<file path="config.mk">
export PLATFORM = sky130hd
export DESIGN_NAME = acq_timing_ctrl
export DESIGN_NICKNAME = d
export VERILOG_FILES = /design/src/acq_sample_fifo.v /design/src/acq_pin_sync.v /design/src/acq_timing_ctrl.v
export VERILOG_INCLUDE_DIRS = /design/src
export SDC_FILE = /design/constraint.sdc
export NUM_CORES = 1
export LEC_CHECK = 0
export ABC_AREA = 1
export ABC_CLOCK_PERIOD_IN_PS = 8800
export BUFFER_PORTS_ARGS = -buffer_cell sky130_fd_sc_hd__buf_2
export CELL_PAD_IN_SITES_DETAIL_PLACEMENT = 1
export CELL_PAD_IN_SITES_GLOBAL_PLACEMENT = 2
export CORE_ASPECT_RATIO = 0.6
export CORE_UTILIZATION = 42
export DETAILED_ROUTE_END_ITERATION = 7
export HOLD_SLACK_MARGIN = 0.08
export PLACE_DENSITY_LB_ADDON = 0.1
export SKIP_LAST_GASP = 1
export SYNTH_ARGS = -nofsm -noshare
export SYNTH_HDL_FRONTEND = slang
export SYNTH_SLANG_ARGS = --single-unit
</file>
<file path="constraint.sdc">
create_clock -name clk_i -period 8.8 [get_ports clk_i]
set_input_delay 0.44 -clock clk_i [delete_from_list [all_inputs] [get_ports clk_i]]
set_output_delay 0.44 -clock clk_i [all_outputs]
set_load 0.05 [all_outputs]
</file>
<file path="src/acq_timing_regs.vh">
// Constants for the acquisition timing and trigger control block
`ifndef ACQ_TIMING_REGS_VH
`define ACQ_TIMING_REGS_VH

// =====================================================================
// Timing modes
`define MODE_ON_DEMAND      2'h0
`define MODE_FINITE         2'h1
`define MODE_CONTINUOUS     2'h2
`define MODE_SINGLE_POINT   2'h3

// =====================================================================
// Trigger source selection
`define TRIG_SRC_NONE       2'h0
`define TRIG_SRC_DIGITAL    2'h1
`define TRIG_SRC_ANALOG     2'h2

// =====================================================================
// Defaults
`define SAMPLE_W            16
`define FIFO_DEPTH          16
`define FIFO_AW             4
`define COUNT_W             32
`define DIV_W               16
`define BLOCK_LEN           8
`define PRE_CNT_RESET       32'h0000_0000

`endif

</file>
<file path="src/acq_sample_fifo.v">
// Sample FIFO with valid/ready on both sides
`timescale 1ns/1ps
`default_nettype none

module acq_sample_fifo #(
   parameter WIDTH = 16,
   parameter DEPTH = 16,
   parameter AW    = 4
) (
   // Clock and reset
   input  wire             clk_i,
   input  wire             sys_rst_i,
   // Fill side
   input  wire             in_valid_i,
   output wire             in_ready_o,
   input  wire [WIDTH-1:0] in_data_i,
   // Drain side
   output wire             out_valid_o,
   input  wire             out_ready_i,
   output wire [WIDTH-1:0] out_data_o,
   // Status
   output wire [AW:0]      level_o
);

   reg  [WIDTH-1:0] mem [0:DEPTH-1];
   reg  [AW:0]      wr_ptr;
   reg  [AW:0]      rd_ptr;
   wire             do_wr;
   wire             do_rd;

   assign level_o     = wr_ptr - rd_ptr;
   assign in_ready_o  = (level_o != DEPTH[AW:0]);
   assign out_valid_o = (level_o != {(AW+1){1'b0}});
   assign out_data_o  = mem[rd_ptr[AW-1:0]];
   assign do_wr       = in_valid_i & in_ready_o;
   assign do_rd       = out_valid_o & out_ready_i;

   always @(posedge clk_i) begin
      if (do_wr) begin
         mem[wr_ptr[AW-1:0]] <= in_data_i;
      end
   end

   always @(posedge clk_i or posedge sys_rst_i) begin
      if (sys_rst_i) begin
         wr_ptr <= {(AW+1){1'b0}};
         rd_ptr <= {(AW+1){1'b0}};
      end else begin
         if (do_wr) begin
            wr_ptr <= wr_ptr + {{AW{1'b0}}, 1'b1};
         end
         if (do_rd) begin
            rd_ptr <= rd_ptr + {{AW{1'b0}}, 1'b1};
         end
      end
   end

endmodule // acq_sample_fifo

`default_nettype wire

</file>
<file path="src/acq_pin_sync.v">
// Three-stage synchroniser bank for pin inputs with agreement filter
`timescale 1ns/1ps
`default_nettype none

module acq_pin_sync #(
   parameter N = 4
) (
   // Clock and reset
   input  wire         clk_i,
   input  wire         sys_rst_i,
   // Pins and filtered levels
   input  wire [N-1:0] pin_i,
   output wire [N-1:0] level_o
);

   genvar g;
   generate
      for (g = 0; g < N; g = g + 1) begin : g_sync
         reg s1;
         reg s2;
         reg s3;
         reg lvl;
         always @(posedge clk_i or posedge sys_rst_i) begin
            if (sys_rst_i) begin
               s1  <= 1'b0;
               s2  <= 1'b0;
               s3  <= 1'b0;
               lvl <= 1'b0;
            end else begin
               s1 <= pin_i[g];
               s2 <= s1;
               s3 <= s2;
               // Change is accepted only once stages two and three agree
               if (s2 == s3) begin
                  lvl <= s2;
               end
            end
         end
         assign level_o[g] = lvl;
      end
   endgenerate

endmodule // acq_pin_sync

`default_nettype wire

</file>
<file path="src/acq_timing_ctrl.v">
// Acquisition timing and trigger control: pacing, modes, triggers, FIFO and DMA blocks
`timescale 1ns/1ps
`default_nettype none
`include "acq_timing_regs.vh"

// Notes on behaviour
// - Hardware-timed conversions start on pacing edges
// - Pacing clock internal divider or external pin
// - Buffered samples via FIFO, DMA in blocks
// - Finite mode stops after programmed count
// - Reference trigger allowed only in finite
// - Continuous mode runs until stop command
// - Full FIFO on new sample flags overflow
// - Single-point mode flags software lateness
// - Start, reference and pause trigger actions
// - Each trigger digital or analog source
// - On-demand mode: one conversion per command
module acq_timing_ctrl #(
   parameter SAMPLE_W = `SAMPLE_W,
   parameter DEPTH    = `FIFO_DEPTH,
   parameter AW       = `FIFO_AW,
   parameter COUNT_W  = `COUNT_W,
   parameter DIV_W    = `DIV_W,
   parameter BLOCK    = `BLOCK_LEN
) (
   // Clock and reset
   input  wire                clk_i,
   input  wire                sys_rst_i,
   // Configuration, held stable while running
   input  wire [1:0]          mode_i,
   input  wire                ext_clk_sel_i,
   input  wire [DIV_W-1:0]    pace_div_i,
   input  wire [COUNT_W-1:0]  sample_count_i,
   input  wire [COUNT_W-1:0]  pretrig_count_i,
   input  wire [1:0]          start_src_i,
   input  wire [1:0]          ref_src_i,
   input  wire [1:0]          pause_src_i,
   // Software commands, one-cycle pulses
   input  wire                arm_i,
   input  wire                stop_i,
   input  wire                convert_i,
   input  wire                sp_read_i,
   input  wire                err_clear_i,
   // External pins
   input  wire                ext_pace_pin_i,
   input  wire                start_dig_pin_i,
   input  wire                ref_dig_pin_i,
   input  wire                pause_dig_pin_i,
   // Analog comparator results, same clock
   input  wire                start_ana_i,
   input  wire                ref_ana_i,
   input  wire                pause_ana_i,
   // Converter
   output reg                 adc_start_o,
   input  wire                adc_done_i,
   input  wire [SAMPLE_W-1:0] adc_data_i,
   // DMA
   output reg                 dma_valid_o,
   output reg [SAMPLE_W-1:0]  dma_data_o,
   output reg                 dma_last_o,
   input  wire                dma_ready_i,
   // Single-point result
   output reg [SAMPLE_W-1:0]  sp_data_o,
   output reg                 sp_valid_o,
   // Status
   output reg                 running_o,
   output reg                 done_o,
   output reg                 overflow_o,
   output reg                 late_o,
   output reg                 config_err_o
);

   // ==================================================================
   // State codes
   localparam ST_IDLE  = 2'h0;
   localparam ST_WAIT  = 2'h1;
   localparam ST_RUN   = 2'h2;
   localparam ST_DRAIN = 2'h3;
   reg  [1:0] state;
   reg  [1:0] next_state;

   function trig_sel;
      input [1:0] src;
      input       dig;
      input       ana;
      begin
         case (src)
            `TRIG_SRC_DIGITAL: trig_sel = dig;
            `TRIG_SRC_ANALOG:  trig_sel = ana;
            default:           trig_sel = 1'b0;
         endcase
      end
   endfunction

   // ==================================================================
   // Pin synchronisers
   wire [3:0] pin_lvl;
   acq_pin_sync #(
      .N (4)
   ) u_sync (
      .clk_i     (clk_i),
      .sys_rst_i (sys_rst_i),
      .pin_i     ({pause_dig_pin_i, ref_dig_pin_i, start_dig_pin_i, ext_pace_pin_i}),
      .level_o   (pin_lvl)
   );

   // ==================================================================
   // Trigger selection and edge detection
   wire start_lvl = trig_sel(start_src_i, pin_lvl[1], start_ana_i);
   wire ref_lvl   = trig_sel(ref_src_i, pin_lvl[2], ref_ana_i);
   wire pause_lvl = trig_sel(pause_src_i, pin_lvl[3], pause_ana_i);
   reg  start_q;
   reg  ref_q;
   reg  ext_q;
   wire start_edge = start_lvl & ~start_q;
   wire ref_edge   = ref_lvl & ~ref_q;
   wire ref_used   = (ref_src_i != `TRIG_SRC_NONE);
   wire hw_mode    = (mode_i != `MODE_ON_DEMAND);

   // ==================================================================
   // Pacing clock
   reg  [DIV_W-1:0] div_cnt;
   wire             int_tick = (div_cnt == {DIV_W{1'b0}});
   wire             ext_tick = pin_lvl[0] & ~ext_q;
   wire             pace_raw = ext_clk_sel_i ? ext_tick : int_tick;

   always @(posedge clk_i or posedge sys_rst_i) begin
      if (sys_rst_i) begin
         div_cnt <= {DIV_W{1'b0}};
         start_q <= 1'b0;
         ref_q   <= 1'b0;
         ext_q   <= 1'b0;
      end else begin
         start_q <= start_lvl;
         ref_q   <= ref_lvl;
         ext_q   <= pin_lvl[0];
         if (int_tick) begin
            div_cnt <= pace_div_i;
         end else begin
            div_cnt <= div_cnt - {{(DIV_W-1){1'b0}}, 1'b1};
         end
      end
   end

   // ==================================================================
   // FIFO
   wire                fifo_in_ready;
   wire                fifo_out_valid;
   wire [SAMPLE_W-1:0] fifo_out_data;
   wire [AW:0]         fifo_level;
   reg                 blk_active;
   reg  [7:0]          blk_cnt;
   wire                buffered = (mode_i == `MODE_FINITE) || (mode_i == `MODE_CONTINUOUS);
   wire                fifo_wr  = adc_done_i & buffered & (state != ST_IDLE);
   wire                fifo_rd  = fifo_out_valid & (~dma_valid_o | dma_ready_i) & blk_active;

   acq_sample_fifo #(
      .WIDTH (SAMPLE_W),
      .DEPTH (DEPTH),
      .AW    (AW)
   ) u_fifo (
      .clk_i       (clk_i),
      .sys_rst_i   (sys_rst_i),
      .in_valid_i  (fifo_wr),
      .in_ready_o  (fifo_in_ready),
      .in_data_i   (adc_data_i),
      .out_valid_o (fifo_out_valid),
      .out_ready_i (fifo_rd),
      .out_data_o  (fifo_out_data),
      .level_o     (fifo_level)
   );

   // ==================================================================
   // Acquisition state machine
   reg  [COUNT_W-1:0] acq_cnt;
   reg  [COUNT_W-1:0] post_cnt;
   reg                ref_seen;
   reg                busy;
   wire               paused  = pause_lvl & (state == ST_RUN);
   // Stop beats a pacing edge so no conversion starts as the run ends
   wire               pace    = pace_raw & hw_mode & (state == ST_RUN) & ~paused & ~stop_i;
   wire [COUNT_W-1:0] target  = ref_used ? post_cnt : sample_count_i;
   wire               fin_hit = (mode_i == `MODE_FINITE) && (!ref_used || ref_seen) &&
                                (acq_cnt >= target);

   always @* begin
      next_state = state;
      case (state)
         ST_IDLE: begin
            // Reference trigger with a non-finite mode is refused
            if (arm_i && hw_mode && !(ref_used && mode_i != `MODE_FINITE)) begin
               next_state = (start_src_i == `TRIG_SRC_NONE) ? ST_RUN : ST_WAIT;
            end
         end
         ST_WAIT: begin
            if (stop_i) begin
               next_state = ST_IDLE;
            end else if (start_edge) begin
               next_state = ST_RUN;
            end
         end
         ST_RUN: begin
            if (stop_i || (fin_hit && !busy)) begin
               next_state = buffered ? ST_DRAIN : ST_IDLE;
            end
         end
         ST_DRAIN: begin
            if (!fifo_out_valid && !dma_valid_o && !busy) begin
               next_state = ST_IDLE;
            end
         end
         default: next_state = ST_IDLE;
      endcase
   end

   always @(posedge clk_i or posedge sys_rst_i) begin
      if (sys_rst_i) begin
         state        <= ST_IDLE;
         acq_cnt      <= `PRE_CNT_RESET;
         post_cnt     <= `PRE_CNT_RESET;
         ref_seen     <= 1'b0;
         busy         <= 1'b0;
         adc_start_o  <= 1'b0;
         running_o    <= 1'b0;
         done_o       <= 1'b0;
         config_err_o <= 1'b0;
      end else begin
         state       <= next_state;
         running_o   <= (next_state == ST_RUN) || (next_state == ST_WAIT);
         done_o      <= (state == ST_DRAIN || state == ST_RUN) && next_state == ST_IDLE;
         adc_start_o <= 1'b0;
         if (arm_i && state == ST_IDLE) begin
            config_err_o <= ref_used && mode_i != `MODE_FINITE;
            acq_cnt      <= `PRE_CNT_RESET;
            ref_seen     <= 1'b0;
         end
         if (adc_done_i) begin
            busy <= 1'b0;
         end
         if (state == ST_IDLE && mode_i == `MODE_ON_DEMAND && convert_i && !busy) begin
            adc_start_o <= 1'b1;
            busy        <= 1'b1;
         end
         // Pausing leaves acq_cnt untouched so resume continues the count
         if (pace && !fin_hit && !busy) begin
            adc_start_o <= 1'b1;
            busy        <= 1'b1;
            acq_cnt     <= acq_cnt + {{(COUNT_W-1){1'b0}}, 1'b1};
         end
         if (state == ST_RUN && ref_used && !ref_seen && ref_edge && acq_cnt >= pretrig_count_i) begin
            ref_seen <= 1'b1;
            post_cnt <= acq_cnt + (sample_count_i - pretrig_count_i);
         end
      end
   end

   // ==================================================================
   // DMA block transfer and overflow
   always @(posedge clk_i or posedge sys_rst_i) begin
      if (sys_rst_i) begin
         dma_valid_o <= 1'b0;
         dma_data_o  <= {SAMPLE_W{1'b0}};
         dma_last_o  <= 1'b0;
         blk_active  <= 1'b0;
         blk_cnt     <= 8'h00;
         overflow_o  <= 1'b0;
      end else begin
         // A block opens once enough samples wait, or to flush at the end
         if (!blk_active && (fifo_level >= BLOCK[AW:0] || (state == ST_DRAIN && fifo_out_valid))) begin
            blk_active <= 1'b1;
            blk_cnt    <= 8'h00;
         end
         if (dma_valid_o && dma_ready_i) begin
            dma_valid_o <= 1'b0;
         end
         if (fifo_rd) begin
            dma_valid_o <= 1'b1;
            dma_data_o  <= fifo_out_data;
            blk_cnt     <= blk_cnt + 8'h01;
            dma_last_o  <= (blk_cnt == BLOCK[7:0] - 8'h01) || (fifo_level == {{AW{1'b0}}, 1'b1});
            if (blk_cnt == BLOCK[7:0] - 8'h01 || fifo_level == {{AW{1'b0}}, 1'b1}) begin
               blk_active <= 1'b0;
            end
         end
         // Set wins over clear
         if (fifo_wr && !fifo_in_ready) begin
            overflow_o <= 1'b1;
         end else if (err_clear_i) begin
            overflow_o <= 1'b0;
         end
      end
   end

   // ==================================================================
   // Single-point result and lateness
   always @(posedge clk_i or posedge sys_rst_i) begin
      if (sys_rst_i) begin
         sp_data_o  <= {SAMPLE_W{1'b0}};
         sp_valid_o <= 1'b0;
         late_o     <= 1'b0;
      end else begin
         if (adc_done_i && !buffered) begin
            sp_data_o  <= adc_data_i;
            sp_valid_o <= 1'b1;
         end else if (sp_read_i) begin
            sp_valid_o <= 1'b0;
         end
         // A new point landing on an unread one means software fell behind
         if (adc_done_i && mode_i == `MODE_SINGLE_POINT && sp_valid_o && !sp_read_i) begin
            late_o <= 1'b1;
         end else if (err_clear_i) begin
            late_o <= 1'b0;
         end
      end
   end

endmodule // acq_timing_ctrl

`default_nettype wire

</file>
# After elaboration in Yosys (flattened, before gate mapping)
# Memories as Yosys holds them, arrays and structs flattened. A register that Yosys moved wholly into a read port is not among the register bits.
# Cells that the tools add are included.
# totals
word_cells	193
mem_bits_rw	256
output_inout_bits	41
ff_bits	147
mem_count	1
in_bits	121
# classes
reduce_logical	62
addsub	8
eq_ne	22
n_bitwise	21
muxes	37
order_cmp	3
# mem_list
name	words	width	rd	rd_clocked_by_memory_dff	wr	line	text
u_fifo.mem	16	16	1	1	1	acq_sample_fifo.v:25	reg [WIDTH-1:0] mem [0:DEPTH-1];
# ops
op	n
$mux W32	3
$ge A32 B32 Y1	2
$add A32 B1 Y32 const B	1
$add A32 B32 Y32	1
$sub A32 B32 Y32	1
$logic_and A1 B1 Y1	27
$mux W1	20
$reduce_bool A2 Y1	10
$eq A2 B2 Y1 const B	8
$logic_not A16 Y1	1
$mux W16	1
$mux W8	2
$sub A16 B1 Y16 const B	1
$and A1 B1 Y1	14
$mux W2	7
$eq A2 B1 Y1 const B	6
$logic_not A1 Y1	11
$add A5 B1 Y5 const B	2
$add A8 B1 Y8 const B	1
$eq A8 B3 Y1 const B	1
$logic_not A2 Y1	4
$pmux W2 S4	1
$logic_or A1 B1 Y1	7
$not A1 Y1	6
other kinds (10)	15

# Longest topological paths before layout
# Gate-level depths: netlist (run 1).
# depth
depth_word	11
depth_mapped	25
depth_no_buf	24

# Modules after synthesis
# From an unflattened synthesis (run 1), not the netlist that was laid out.
# hier_totals
cells_unflattened	2532
hier_area_um2	23064.6
# modules_own_cells
module	cells_each	area_each_um2	instances
acq_timing_ctrl	1589	11527.3	1
acq_sample_fifo	906	11038.1	1
acq_pin_sync	37	499.2	1

# Worst setup path after synthesis (run 1)
# Ideal clock, no wire load.
# synth_path
kind	register -> register
startpoint	register u_fifo.rd_ptr[3]
endpoint	memory u_fifo.mem[11][0], enable pin
required_ps	8412
t_arrival_ps	2978
setup_time_ps	388
n_path_buf	2
stages_incl_launch_ff	14
path_slack_ps	5434
cell_sequence	dfrtp_1 > inv_1 > clkbuf_1 > clkbuf_1 > ha_1 > a21oi_1 > o21ai_0 > xnor2_1 > inv_1 > nand2_1 > nand2_1 > inv_2 > nand2_1 > nor2_1
# synth_via
elab_chain_len	5
# synth_rtl
element	line	text
start: declaration	acq_sample_fifo.v:27	reg [AW:0] rd_ptr;
start signal: assignment	acq_sample_fifo.v:47	rd_ptr <= {(AW+1){1'b0}};
start signal: assignment	acq_sample_fifo.v:53	rd_ptr <= rd_ptr + {{AW{1'b0}}, 1'b1};
$sub A5 B5 Y5	acq_sample_fifo.v:31	assign level_o = wr_ptr - rd_ptr;
$ne A5 B5 Y1	acq_sample_fifo.v:32	assign in_ready_o = (level_o != DEPTH[AW:0]);
$and A1 B1 Y1	acq_sample_fifo.v:35	assign do_wr = in_valid_i & in_ready_o;
$mux W1	acq_sample_fifo.v:39	if (do_wr) begin
$mux W1 (implied by the code)	acq_sample_fifo.v:40	mem[wr_ptr[AW-1:0]] <= in_data_i;
end: declaration	acq_sample_fifo.v:25	
# Every way passes these cells.

# Worst setup path after layout (run 1)
# layout_path
startpoint	register u_fifo.rd_ptr[2]
endpoint	memory u_fifo.mem[14][14], enable pin
# The elaborated chain is that of the path after synthesis.

==> run_results.csv, run 1 <==
group,metric,value,unit
sta,min_period_over_period,50.7,%
cells_and_area,num-fill-cells,6062,
sta,slew_violations,0,
die,dieArea,55600,sq um
clocking,root_buffer,"clkbuf_16",
drt,remaining_drc_errors,0,
die,pin_count,162,
critical_path,worst_setup_path_end_kind,"register",
drt,drtIter0Drc,1680,
job,maxCapViolCount,0,
sta,finClkSkew,0.0243,ns
critical_path,cp_max_fo,21,
cells_and_area,areaGrowthSynthToFinish,12.6,%
cells_and_area,drive_above_1_share,12.8,%
yosys,yosysWarnings,0,
yosys,syn_area,22900,sq um
yosys,synth_edf_count,256,
critical_path,crit_slowest_cell,"dfrtp_1",
power,powerDensity,257,nW/um^2
global_route,antenna_found_initial,1,
sta,max_slew_margin,21.1,%
die,die_x,304,um
drt,vias,18400,
global_route,grt_max_degree,105,
sta,fin_tns_setup,0,ns
cells_and_area,nNetsFinal,2861,
critical_path,worst_ep_arrival_time,4.62,ns
sta,hold_viol,0,
clocking,clk_latency,0.55,ns
critical_path,critPathBufInv,4,
critical_path,worstPathCellList,"clkinv_1, buf_4, ha_1, nand2_1, o21ai_0, xnor2_1, inv_1, nand2_1, nand2_1, inv_2, nand2_1, nor2_2",
sta,fmax,0.224,GHz
critical_path,crit_type,"reg2reg",
sta,worstMarginPinSlew,1.18,ns
critical_path,cp_common_cell,"nand2_1",
critical_path,crit_path_max_incr_delay,0.89,ns
drt,wire_per_inst,23.1,um
sta,rsz0062_at_grt,"no",
critical_path,crit_path_start,"u_fifo.rd_ptr[2]",
global_route,grt_pass1_vias,18300,
yosys,synth_cell_types,50,
critical_path,cp.depth,12,
die,start_util,43.1,%
clocking,clockBufferDepth,3,
yosys,synthCells,2437,
drt,routed_via_density,5.54,
sta,setup_viol,0,
place,gp_congestion,0.970,
clocking,cts_made_buffers,41,
yosys,ys_ff_latch,419,
drt,drt_wl_total,76.8,mm
critical_path,critPathLaunchType,"register",
clocking,clock_sinks,419,
min_path,hold_start,"err_clear_i",
global_route,track_usage,27.6,%
critical_path,r2r-end,"u_fifo.mem[14][14]",
yosys,yosysSeqAreaShare,51.3,%
die,num_rows,65,
critical_path,worstPathRequired,8.96,ns
drt,firstDrtPassIters,5,
power,ir_drop,176,uV
drt,antenna_left,0,
global_route,grt_pass1_wl,115,mm
clocking,cts_resized,0,
sta,layout_setup_ws,4.34,ns
critical_path,cpLargestDelayFamily,"simple AND/OR/NAND/NOR gates",
place,io_buffer_count,161,
place,dp_hpwl,56.3,mm
yosys,ys.flop_type,"edfxtp_1",
place,place_ws,4.41,ns
sta,fin_crit,4.46,ns
power,leakage,11.3,nW
yosys,syn_area_per_cell,9.42,sq um
global_route,grt_overflow_total,0,
clocking,ctsHtreeMaxLevel,2,
clocking,cts_tree,"built",
critical_path,worstReg2RegStart,"u_fifo.rd_ptr[2]",
outcome,outcome,"finished clean",
yosys,syn-num-nets,2711,
min_path,hold_class,"in2reg",
critical_path,worst-r2r-setup-slack,4.34,ns
yosys,synthArstFlopShare,38.9,%
critical_path,ff2ff_path_depth,12,
die,fp.coreArea,53300,sq um
critical_path,crit_end,"u_fifo.mem[14][14]",
die,die_y,183,um
cells_and_area,antenna_cells,0,
clocking,cts.clk_slew.worst_paths,0.06,ns
[how the worst min path moves through the flow]
stage	to	slack [ns]	cells after the start
floorplan	u_sync.g_sync[0].s2	0.33	0
global placement	u_sync.g_sync[2].s2	0.33	0
detailed placement	u_sync.g_sync[2].s2	0.34	0
CTS	div_cnt[15]	0.08	2
global route	div_cnt[15]	0.1	2
finish	overflow_o	0.11	2
[cell usage in the layout, fill, tap and decap left out, drive strengths merged, types with 4 or more instances in the layout]
cell and n:
nand4 50, clkinv 20, nand2 475, nand3 122, o22ai 33, nor4 13
xor2 54, dlygate4sd3 8, o221ai 32, a31oi 7, bufinv 4, xnor2 23
clkbuf 52, maj3 4, buf 183, o21ai 235, nor3 28, ha 121
edfxtp 256, o21bai 8, mux2 26, fa 32, dfrtp 163, a21oi 72
o21a 5, nor2 256, inv 314
[metrics by stage]
step	instance area, sq um	utilization (%)	power (W)	cells	hold WS [ns]
6_report	25800	48.5	0.00665	3320	0.110
5_1_grt	25800	48.5	0.00699	3320	0.0965
4_1_cts	25800	48.5	0.00666	3320	0.0836
3_5_place_dp	24500	45.9	0.00485	3239	0.344
3_3_place_gp	24500	45.9	0.00479	3239	0.332
2_1_floorplan	22900	-	0.00399	2437	0.331
[synth_stat cells, types with 5 or more instances]
| cell | instances | area share [%] |
|---|---|---|
| o221ai_1 | 32 | 1.2 |
| buf_6 | 5 | 0.25 |
| nand4_1 | 49 | 1.3 |
| buf_2 | 18 | 0.39 |
| nor2_1 | 250 | 4.1 |
| a31oi_1 | 7 | 0.19 |
| o21ai_0 | 229 | 5.0 |
| a21oi_1 | 72 | 1.6 |
| o21bai_1 | 8 | 0.26 |
| o22ai_1 | 33 | 0.90 |
| o21ai_1 | 5 | 0.11 |
| nor3_1 | 26 | 0.57 |
| nand3_2 | 30 | 1.3 |
| dfrtp_1 | 163 | 18 |
| mux2_2 | 26 | 1.3 |
| inv_2 | 5 | 0.082 |
| edfxtp_1 | 256 | 34 |
| xor2_1 | 54 | 2.1 |
| nand2_2 | 5 | 0.14 |
| fa_1 | 32 | 2.8 |
| nand3_1 | 91 | 2.0 |
| xnor2_1 | 23 | 0.88 |
| nor4_1 | 12 | 0.33 |
| o21a_1 | 5 | 0.16 |
| nand2_1 | 470 | 7.7 |
| inv_1 | 309 | 5.1 |
| clkbuf_1 | 57 | 0.93 |
| ha_1 | 121 | 6.6 |
| nor2_2 | 5 | 0.14 |
[where the power goes]
part | total (W) | internal (W) | switching (W)
clock | 0.00178 | 0.00101 | 0.000776
combinational | 0.00242 | 0.000641 | 0.00178
sequential | 0.00245 | 0.00228 | 0.000178
total | 0.00665 | 0.00392 | 0.00273
[layout make-up]
cell class	instances	area, sq um	area share [%]
Tap cell	703	880	3.40
Sequential cell	419	11800	45.5
Clock inverter	21	208	0.804
Multi-Input combinational cell	1616	9630	37.2
Timing Repair Buffer	191	1050	4.07
Clock buffer	52	1110	4.28
Inverter	318	1200	4.65
[registers in the layout, summed over array words and instances, names as in the netlist, 2 cells and up]
signal,cells
blk_cnt,8
u_sync.g_sync.s2,4
u_fifo.wr_ptr,5
dma_data_o,16
u_fifo.rd_ptr,5
div_cnt,16
u_sync.g_sync.s3,4
u_sync.g_sync.s1,4
sp_data_o,16
u_sync.g_sync.lvl,4
post_cnt,32
u_fifo.mem,256
acq_cnt,32
state,2
[routing by layer]
metal  global-route usage, %  vias up  part of all wire (%)
met5                       0        -                     0
li1                        -     8492                     -
met1                    44.7     9220                    51
met2                    36.2      616                    38
met4                    4.16        0                   1.1
met3                    7.57       64                   9.8
[logic make-up after synthesis]
logic type                 synth area share, %
and+or+nand+nor                           18.2
muxes                                     1.36
AOI/OAI and AO/OA                         9.80
buffers and inverters                     6.87
adders and majority gates                 9.56
xor gates and xnor gates                  2.94
DFF                                       51.3
[what timing repair did]
action                                  4_1_cts  5_1_grt
endpoints found under the setup margin        0        0
hold buffers                                  8        0
hold endpoints to repair                     36        0
buffers inserted                              0        0
Power figures use the tool's default switching activity.
==> run 2: changes to the inputs <==
- ABC_CLOCK_PERIOD_IN_PS: 8800 -> 3800
- CORE_UTILIZATION: 42 -> 35
- clock period: 8.8 -> 3.8 ns (I/O delays scaled with it)
==> run 2 against run 1 <==
  * Flip-flop and latch count is the same
  * First-iteration DRC count down 24%
  * Worst hold slack better by 0.014 ns
  * Critical path type unchanged
  * Critical endpoint is now post_cnt[29]
  * Largest power group is now combinational logic
  * Highest routed layer unchanged
==> run_results.csv, run 2 (synthesis gave the netlist of run 1 again) <==
group,metric,value,unit
outcome,outcome,"finished clean",
cells_and_area,nNetsFinal,2953,
cells_and_area,drive_above_1_share,14.6,%
power,leakage,11.8,nW
place,io_buffer_count,161,
sta,layout_setup_ws,0.288,ns
min_path,hold_start,"ref_src_i[1]",
die,fp.coreArea,64600,sq um
global_route,grt_max_degree,77,
global_route,grtUsageMet3,4.68,%
critical_path,crit_slowest_cell,"fa_1",
sta,fmax,0.285,GHz
clocking,ctsHtreeMaxLevel,2,
clocking,cts_tree,"built",
critical_path,worst-r2r-setup-slack,0.29,ns
critical_path,r2r-end,"post_cnt[29]",
clocking,clockBufferDepth,3,
clocking,clock_sinks,419,
sta,min_period_over_period,92.4,%
clocking,cts_made_buffers,43,
global_route,antenna_found_initial,1,
critical_path,worst_ep_arrival_time,3.97,ns
critical_path,cp_common_cell,"nand2_1",
drt,antenna_left,0,
critical_path,crit_type,"reg2reg",
global_route,grt_pass1_wl,121,mm
critical_path,crit_path_max_incr_delay,0.51,ns
place,gp_congestion,0.916,
critical_path,critPathLaunchType,"register",
critical_path,ff2ff_path_depth,13,
drt,drtIter0Drc,1275,
place,dp_cells,3434,
critical_path,worstPathRequired,4.26,ns
cells_and_area,num-fill-cells,7340,
global_route,grt_overflow_total,0,
sta,hold_viol,0,
cells_and_area,largest_reg_flops,256,
global_route,met1_usage,40.0,%
critical_path,cp_max_fo,5,
drt,remaining_drc_errors,0,
clocking,cts.clk_slew.worst_paths,0.07,ns
clocking,clk_latency,0.57,ns
cells_and_area,finalNonFillerCells,3564,
cells_and_area,areaGrowthSynthToFinish,17.7,%
global_route,grt.busiest_layer,"met1",
sta,fin_crit,3.51,ns
die,dieArea,66600,sq um
place,place_ws,0.325,ns
critical_path,worst_setup_path_end_kind,"register",
min_path,hold_depth,5,
cells_and_area,final_cell_mix,"nand2_1 (469), inv_1 (305), edfxtp_1 (256)",
sta,fin_tns_setup,0,ns
clocking,root_buffer,"clkbuf_16",
power,finalPower,0.0155,W
min_path,holdPathEnd,"ref_q",
die,pin_count,162,
power,powerDensity,575,nW/um^2
cells_and_area,final_util,41.8,%
drt,wire_per_inst,22.3,um
critical_path,worstPathCellList,"inv_1, fa_1, inv_1, ha_1, a21oi_1, nand2_1, a21oi_1, nand2_1, nand2_1, nand2_1, xor2_1, nand2_1, nand2_1",
job,maxCapViolCount,0,
sta,setup_viol,0,
sta,max_slew_margin,30.9,%
drt,firstDrtPassIters,5,
die,die_x,333,um
die,die_y,200,um
sta,slew_violations,0,
cells_and_area,regArea,11800,sq um
cells_and_area,multi_input_area,9640,sq um
sta,finClkSkew,0.0303,ns
cells_and_area,final_common_cell,"nand2_1",
critical_path,worstReg2RegStart,"acq_cnt[8]",
die,num_rows,72,
global_route,use_met2,31.6,%
sta,worstMarginPinSlew,1.03,ns
min_path,hold_class,"in2reg",
global_route,track_usage,24.0,%
global_route,grt_pass1_vias,19000,
power,ir_drop,441,uV
place,dp_hpwl,57.6,mm
drt,drt_wl_total,79.6,mm
die,start_util,35.5,%
drt,vias,18600,
sta,rsz0062_at_grt,"no",
drt,routed_via_density,5.20,
==> run 2: cell count changes in the layout (fill, tap and decap cells not counted), moves of 3 or more <==
cell,before,now
dlygate4sd3_1,8,49
nor2_1,242,237
buf_4,22,63
nor2_2,13,18
clkinvlp_4,0,4
clkbuf_16,41,44
buf_12,0,8
==> run 2: worst max-delay path by stage <==
stage                           startpoint                end  depth (start not counted)
final                           acq_cnt[8]       post_cnt[29]                         13
after global routing            acq_cnt[0]       post_cnt[30]                         19
after CTS                       acq_cnt[0]       post_cnt[30]                         18
after detailed placement        acq_cnt[0]       post_cnt[30]                         18
after global placement          acq_cnt[8]       post_cnt[25]                         13
after floorplan           u_fifo.rd_ptr[3]  u_fifo.mem[11][0]                         13
==> run 2: critical path, delay by kind of cell (launching register included) <==
family                     cells  cell delay, ns
and+or+nand+nor                6            0.98
DFF                            1            0.44
AOI/OAI and AO/OA              2            0.76
buffers and inverters          2            0.22
xor gates and xnor gates       1            0.15
adders and majority gates      2            0.87
==> run 2: stage by stage <==
step | hold slack [ns] | area, sq um
finish | 0.124 | 27000
global route | 0.149 | 27000
CTS | 0.103 | 27000
global placement | 0.300 | 25100
floorplan | 0.221 | 22900
detailed placement | 0.303 | 25100
==> run 2: what timing repair did <==
| action | 4_1_cts | 5_1_grt |
|---|---|---|
| buffers inserted | 0 | 2 |
| setup endpoints to repair | 0 | 2 |
| hold endpoints to repair | 312 | 0 |
| resized for setup | 0 | 2 |
| hold buffers | 49 | 0 |
==> run 2: final cells by class <==
class / count / area share (%)
timing repair buffer: 281 / 7.14
antenna: 1 / 0.00926
clock buffer: 58 / 4.46
multi-input combinational: 1616 / 35.7
tap: 851 / 3.94
inverter: 318 / 4.45
clock inverter: 20 / 0.746
sequential: 419 / 43.6
==> run 2: power by group <==
part           switching (W)  total, W  leakage (nW)  internal [W]
clock network        0.00189   0.00434         0.685       0.00244
registers           0.000257   0.00553          4.39       0.00527
logic                0.00406   0.00567          6.76       0.00161
==> run 2: per-layer routing <==
layer / vias up / routed length [um]
met2: 466 / 30200
met1: 9337 / 43000
met3: 55 / 5680
met5: - / 0
li1: 8692 / -
met4: 0 / 721
==> run 3: changes to the inputs <==
- SETUP_SLACK_MARGIN: default -> 0.4
==> run 3 against run 2 <==
  * Global-route usage about the same
  * Count of clock-buffer cells in the layout unchanged
  * Sequential share of layout area down 0.051 points
  * First-iteration DRC count is 7.9% higher
  * Final cell count hardly changed
  * Core utilization grew 0.062 points
  * Clock skew hardly changed
==> run_results.csv, run 3 (synthesis gave the netlist of run 1 again) <==
group,metric,value,unit
outcome,outcome,"finished clean",
critical_path,cpLargestDelayFamily,"simple AND/OR/NAND/NOR gates",
drt,antenna_left,0,
critical_path,worstPathCellList,"inv_1, fa_1, inv_1, ha_1, nand2_1, nor2_1, inv_1, nor3_1, nand4_1, nand3_1, nand2_1, o21ai_0",
cells_and_area,regArea,11800,sq um
power,powerDensity,574,nW/um^2
critical_path,cp_max_fo,6,
place,dp_hpwl,57.6,mm
sta,fin_crit,3.37,ns
critical_path,cp.depth,12,
critical_path,critPathBufInv,3,
critical_path,worstPathRequired,4.29,ns
global_route,grt_pass1_vias,19000,
critical_path,worst-r2r-setup-slack,0.43,ns
clocking,ctsHtreeMaxLevel,2,
sta,fmax,0.296,GHz
global_route,use_met2,31.7,%
drt,firstDrtPassIters,5,
clocking,clk_latency,0.57,ns
place,io_buffer_count,161,
min_path,hold_class,"in2reg",
cells_and_area,areaGrowthSynthToFinish,17.9,%
critical_path,crit_path_max_incr_delay,0.54,ns
drt,drt_wl_total,79.6,mm
cells_and_area,final_common_cell,"nand2_1",
critical_path,r2r-end,"post_cnt[28]",
clocking,root_buffer,"clkbuf_16",
critical_path,cp_common_cell,"inv_1",
critical_path,crit_type,"reg2reg",
clocking,clock_sinks,419,
sta,max_slew_margin,34.7,%
cells_and_area,drive_above_1_share,15.2,%
sta,hold_ws,0.125,ns
die,num_rows,72,
sta,setup_viol,0,
die,fp.coreArea,64600,sq um
place,gp_congestion,0.916,
drt,vias,18500,
critical_path,crit_path_start,"acq_cnt[21]",
die,dieArea,66600,sq um
cells_and_area,largest_reg_flops,256,
drt,routed_via_density,5.19,
sta,rsz0062_at_grt,"yes",
clocking,clockBufferDepth,3,
drt,remaining_drc_errors,0,
cells_and_area,multi_input_area,9690,sq um
sta,hold_viol,0,
global_route,grt_pass1_wl,121,mm
min_path,hold_depth,5,
power,leakage,11.8,nW
die,start_util,35.5,%
die,die_x,333,um
clocking,cts.clk_slew.worst_paths,0.07,ns
drt,drtIter0Drc,1376,
place,postPlaceCellArea,25100,sq um
clocking,cts_made_buffers,43,
cells_and_area,final_cell_area,27100,sq um
die,die_y,200,um
cells_and_area,final_cell_mix,"nand2_1 (465), inv_1 (305), edfxtp_1 (256)",
job,maxCapViolCount,0,
global_route,grt_overflow_total,0,
die,pin_count,162,
sta,fin_tns_setup,0,ns
global_route,track_usage,24.0,%
global_route,met1_usage,40.1,%
sta,finClkSkew,0.0302,ns
min_path,hold_start,"ref_src_i[1]",
global_route,grtUsageMet3,4.59,%
global_route,grt_max_degree,77,
power,ir_drop,438,uV
sta,min_period_over_period,88.8,%
drt,wire_per_inst,22.3,um
min_path,holdPathEnd,"ref_q",
clocking,cts_tree,"built",
cells_and_area,num-fill-cells,7335,
critical_path,worst_setup_path_end_kind,"register",
cells_and_area,nNetsFinal,2951,
sta,worstMarginPinSlew,0.970,ns
critical_path,worst_ep_arrival_time,3.86,ns
global_route,grt.busiest_layer,"met1",
critical_path,worstReg2RegStart,"acq_cnt[21]",
critical_path,crit_slowest_cell,"dfrtp_1",
global_route,antenna_found_initial,1,
critical_path,critPathLaunchType,"register",
critical_path,ff2ff_path_depth,12,
sta,slew_violations,0,
## run 3: what timing repair did
| action | CTS | global route |
|---|---|---|
| pin swaps | 0 | 0 |
| hold buffers | 49 | 0 |
| hold endpoints to repair | 312 | 0 |
| setup buffers | 0 | 0 |
| setup endpoints to repair | 6 | 32 |
| resized for setup | 3 | 19 |
## run 3: layer usage
metal  vias to the layer above  wire [um]  part of all wire (%)
met5                         -          0                     0
met4                         0        744                  0.94
met3                        57       4870                   6.1
met2                       434      30200                    38
met1                      9312      43700                    55
li1                       8687          -                     -
## run 3: layout make-up
class	count	area share, %
antenna	1	0.00925
multi-input combinational	1616	35.8
clock buffer	58	4.45
timing repair buffer	279	7.08
inverter	318	4.46
sequential	419	43.5
clock inverter	20	0.745
tap	851	3.94
## run 3: how the worst max path moves through the flow
stage                        end  slack (ns)
2_1_floorplan  u_fifo.mem[11][0]        0.43
3_3_place_gp        post_cnt[25]        0.30
3_5_place_dp        post_cnt[30]        0.32
4_1_cts             post_cnt[29]        0.40
5_1_grt             post_cnt[30]        0.33
6_report            post_cnt[28]        0.43
## run 3: stage by stage
step | worst slack [ns] | cells | utilization [%] | total power (W)
after floorplan | 0.434 | 2437 | - | 0.00924
after global placement | 0.301 | 3434 | 38.9 | 0.0111
after detailed placement | 0.325 | 3434 | 38.9 | 0.0112
after CTS | 0.401 | 3561 | 41.8 | 0.0157
after global routing | 0.328 | 3561 | 41.9 | 0.0164
final | 0.427 | 3562 | 41.9 | 0.0155
## run 3: where the power goes
group	internal (W)	switching, W	total, W
logic	0.00160	0.00406	0.00566
registers	0.00527	0.000256	0.00553
clock network	0.00244	0.00189	0.00434
## run 3: worst register-to-register path, cell delays in order (launching register included)
cell	delay, ns
dfrtp_1	0.54
inv_1	0.19
fa_1	0.51
inv_1	0.04
ha_1	0.38
nand2_1	0.15
nor2_1	0.19
inv_1	0.13
nor3_1	0.42
nand4_1	0.33
nand3_1	0.20
nand2_1	0.07
o21ai_0	0.15
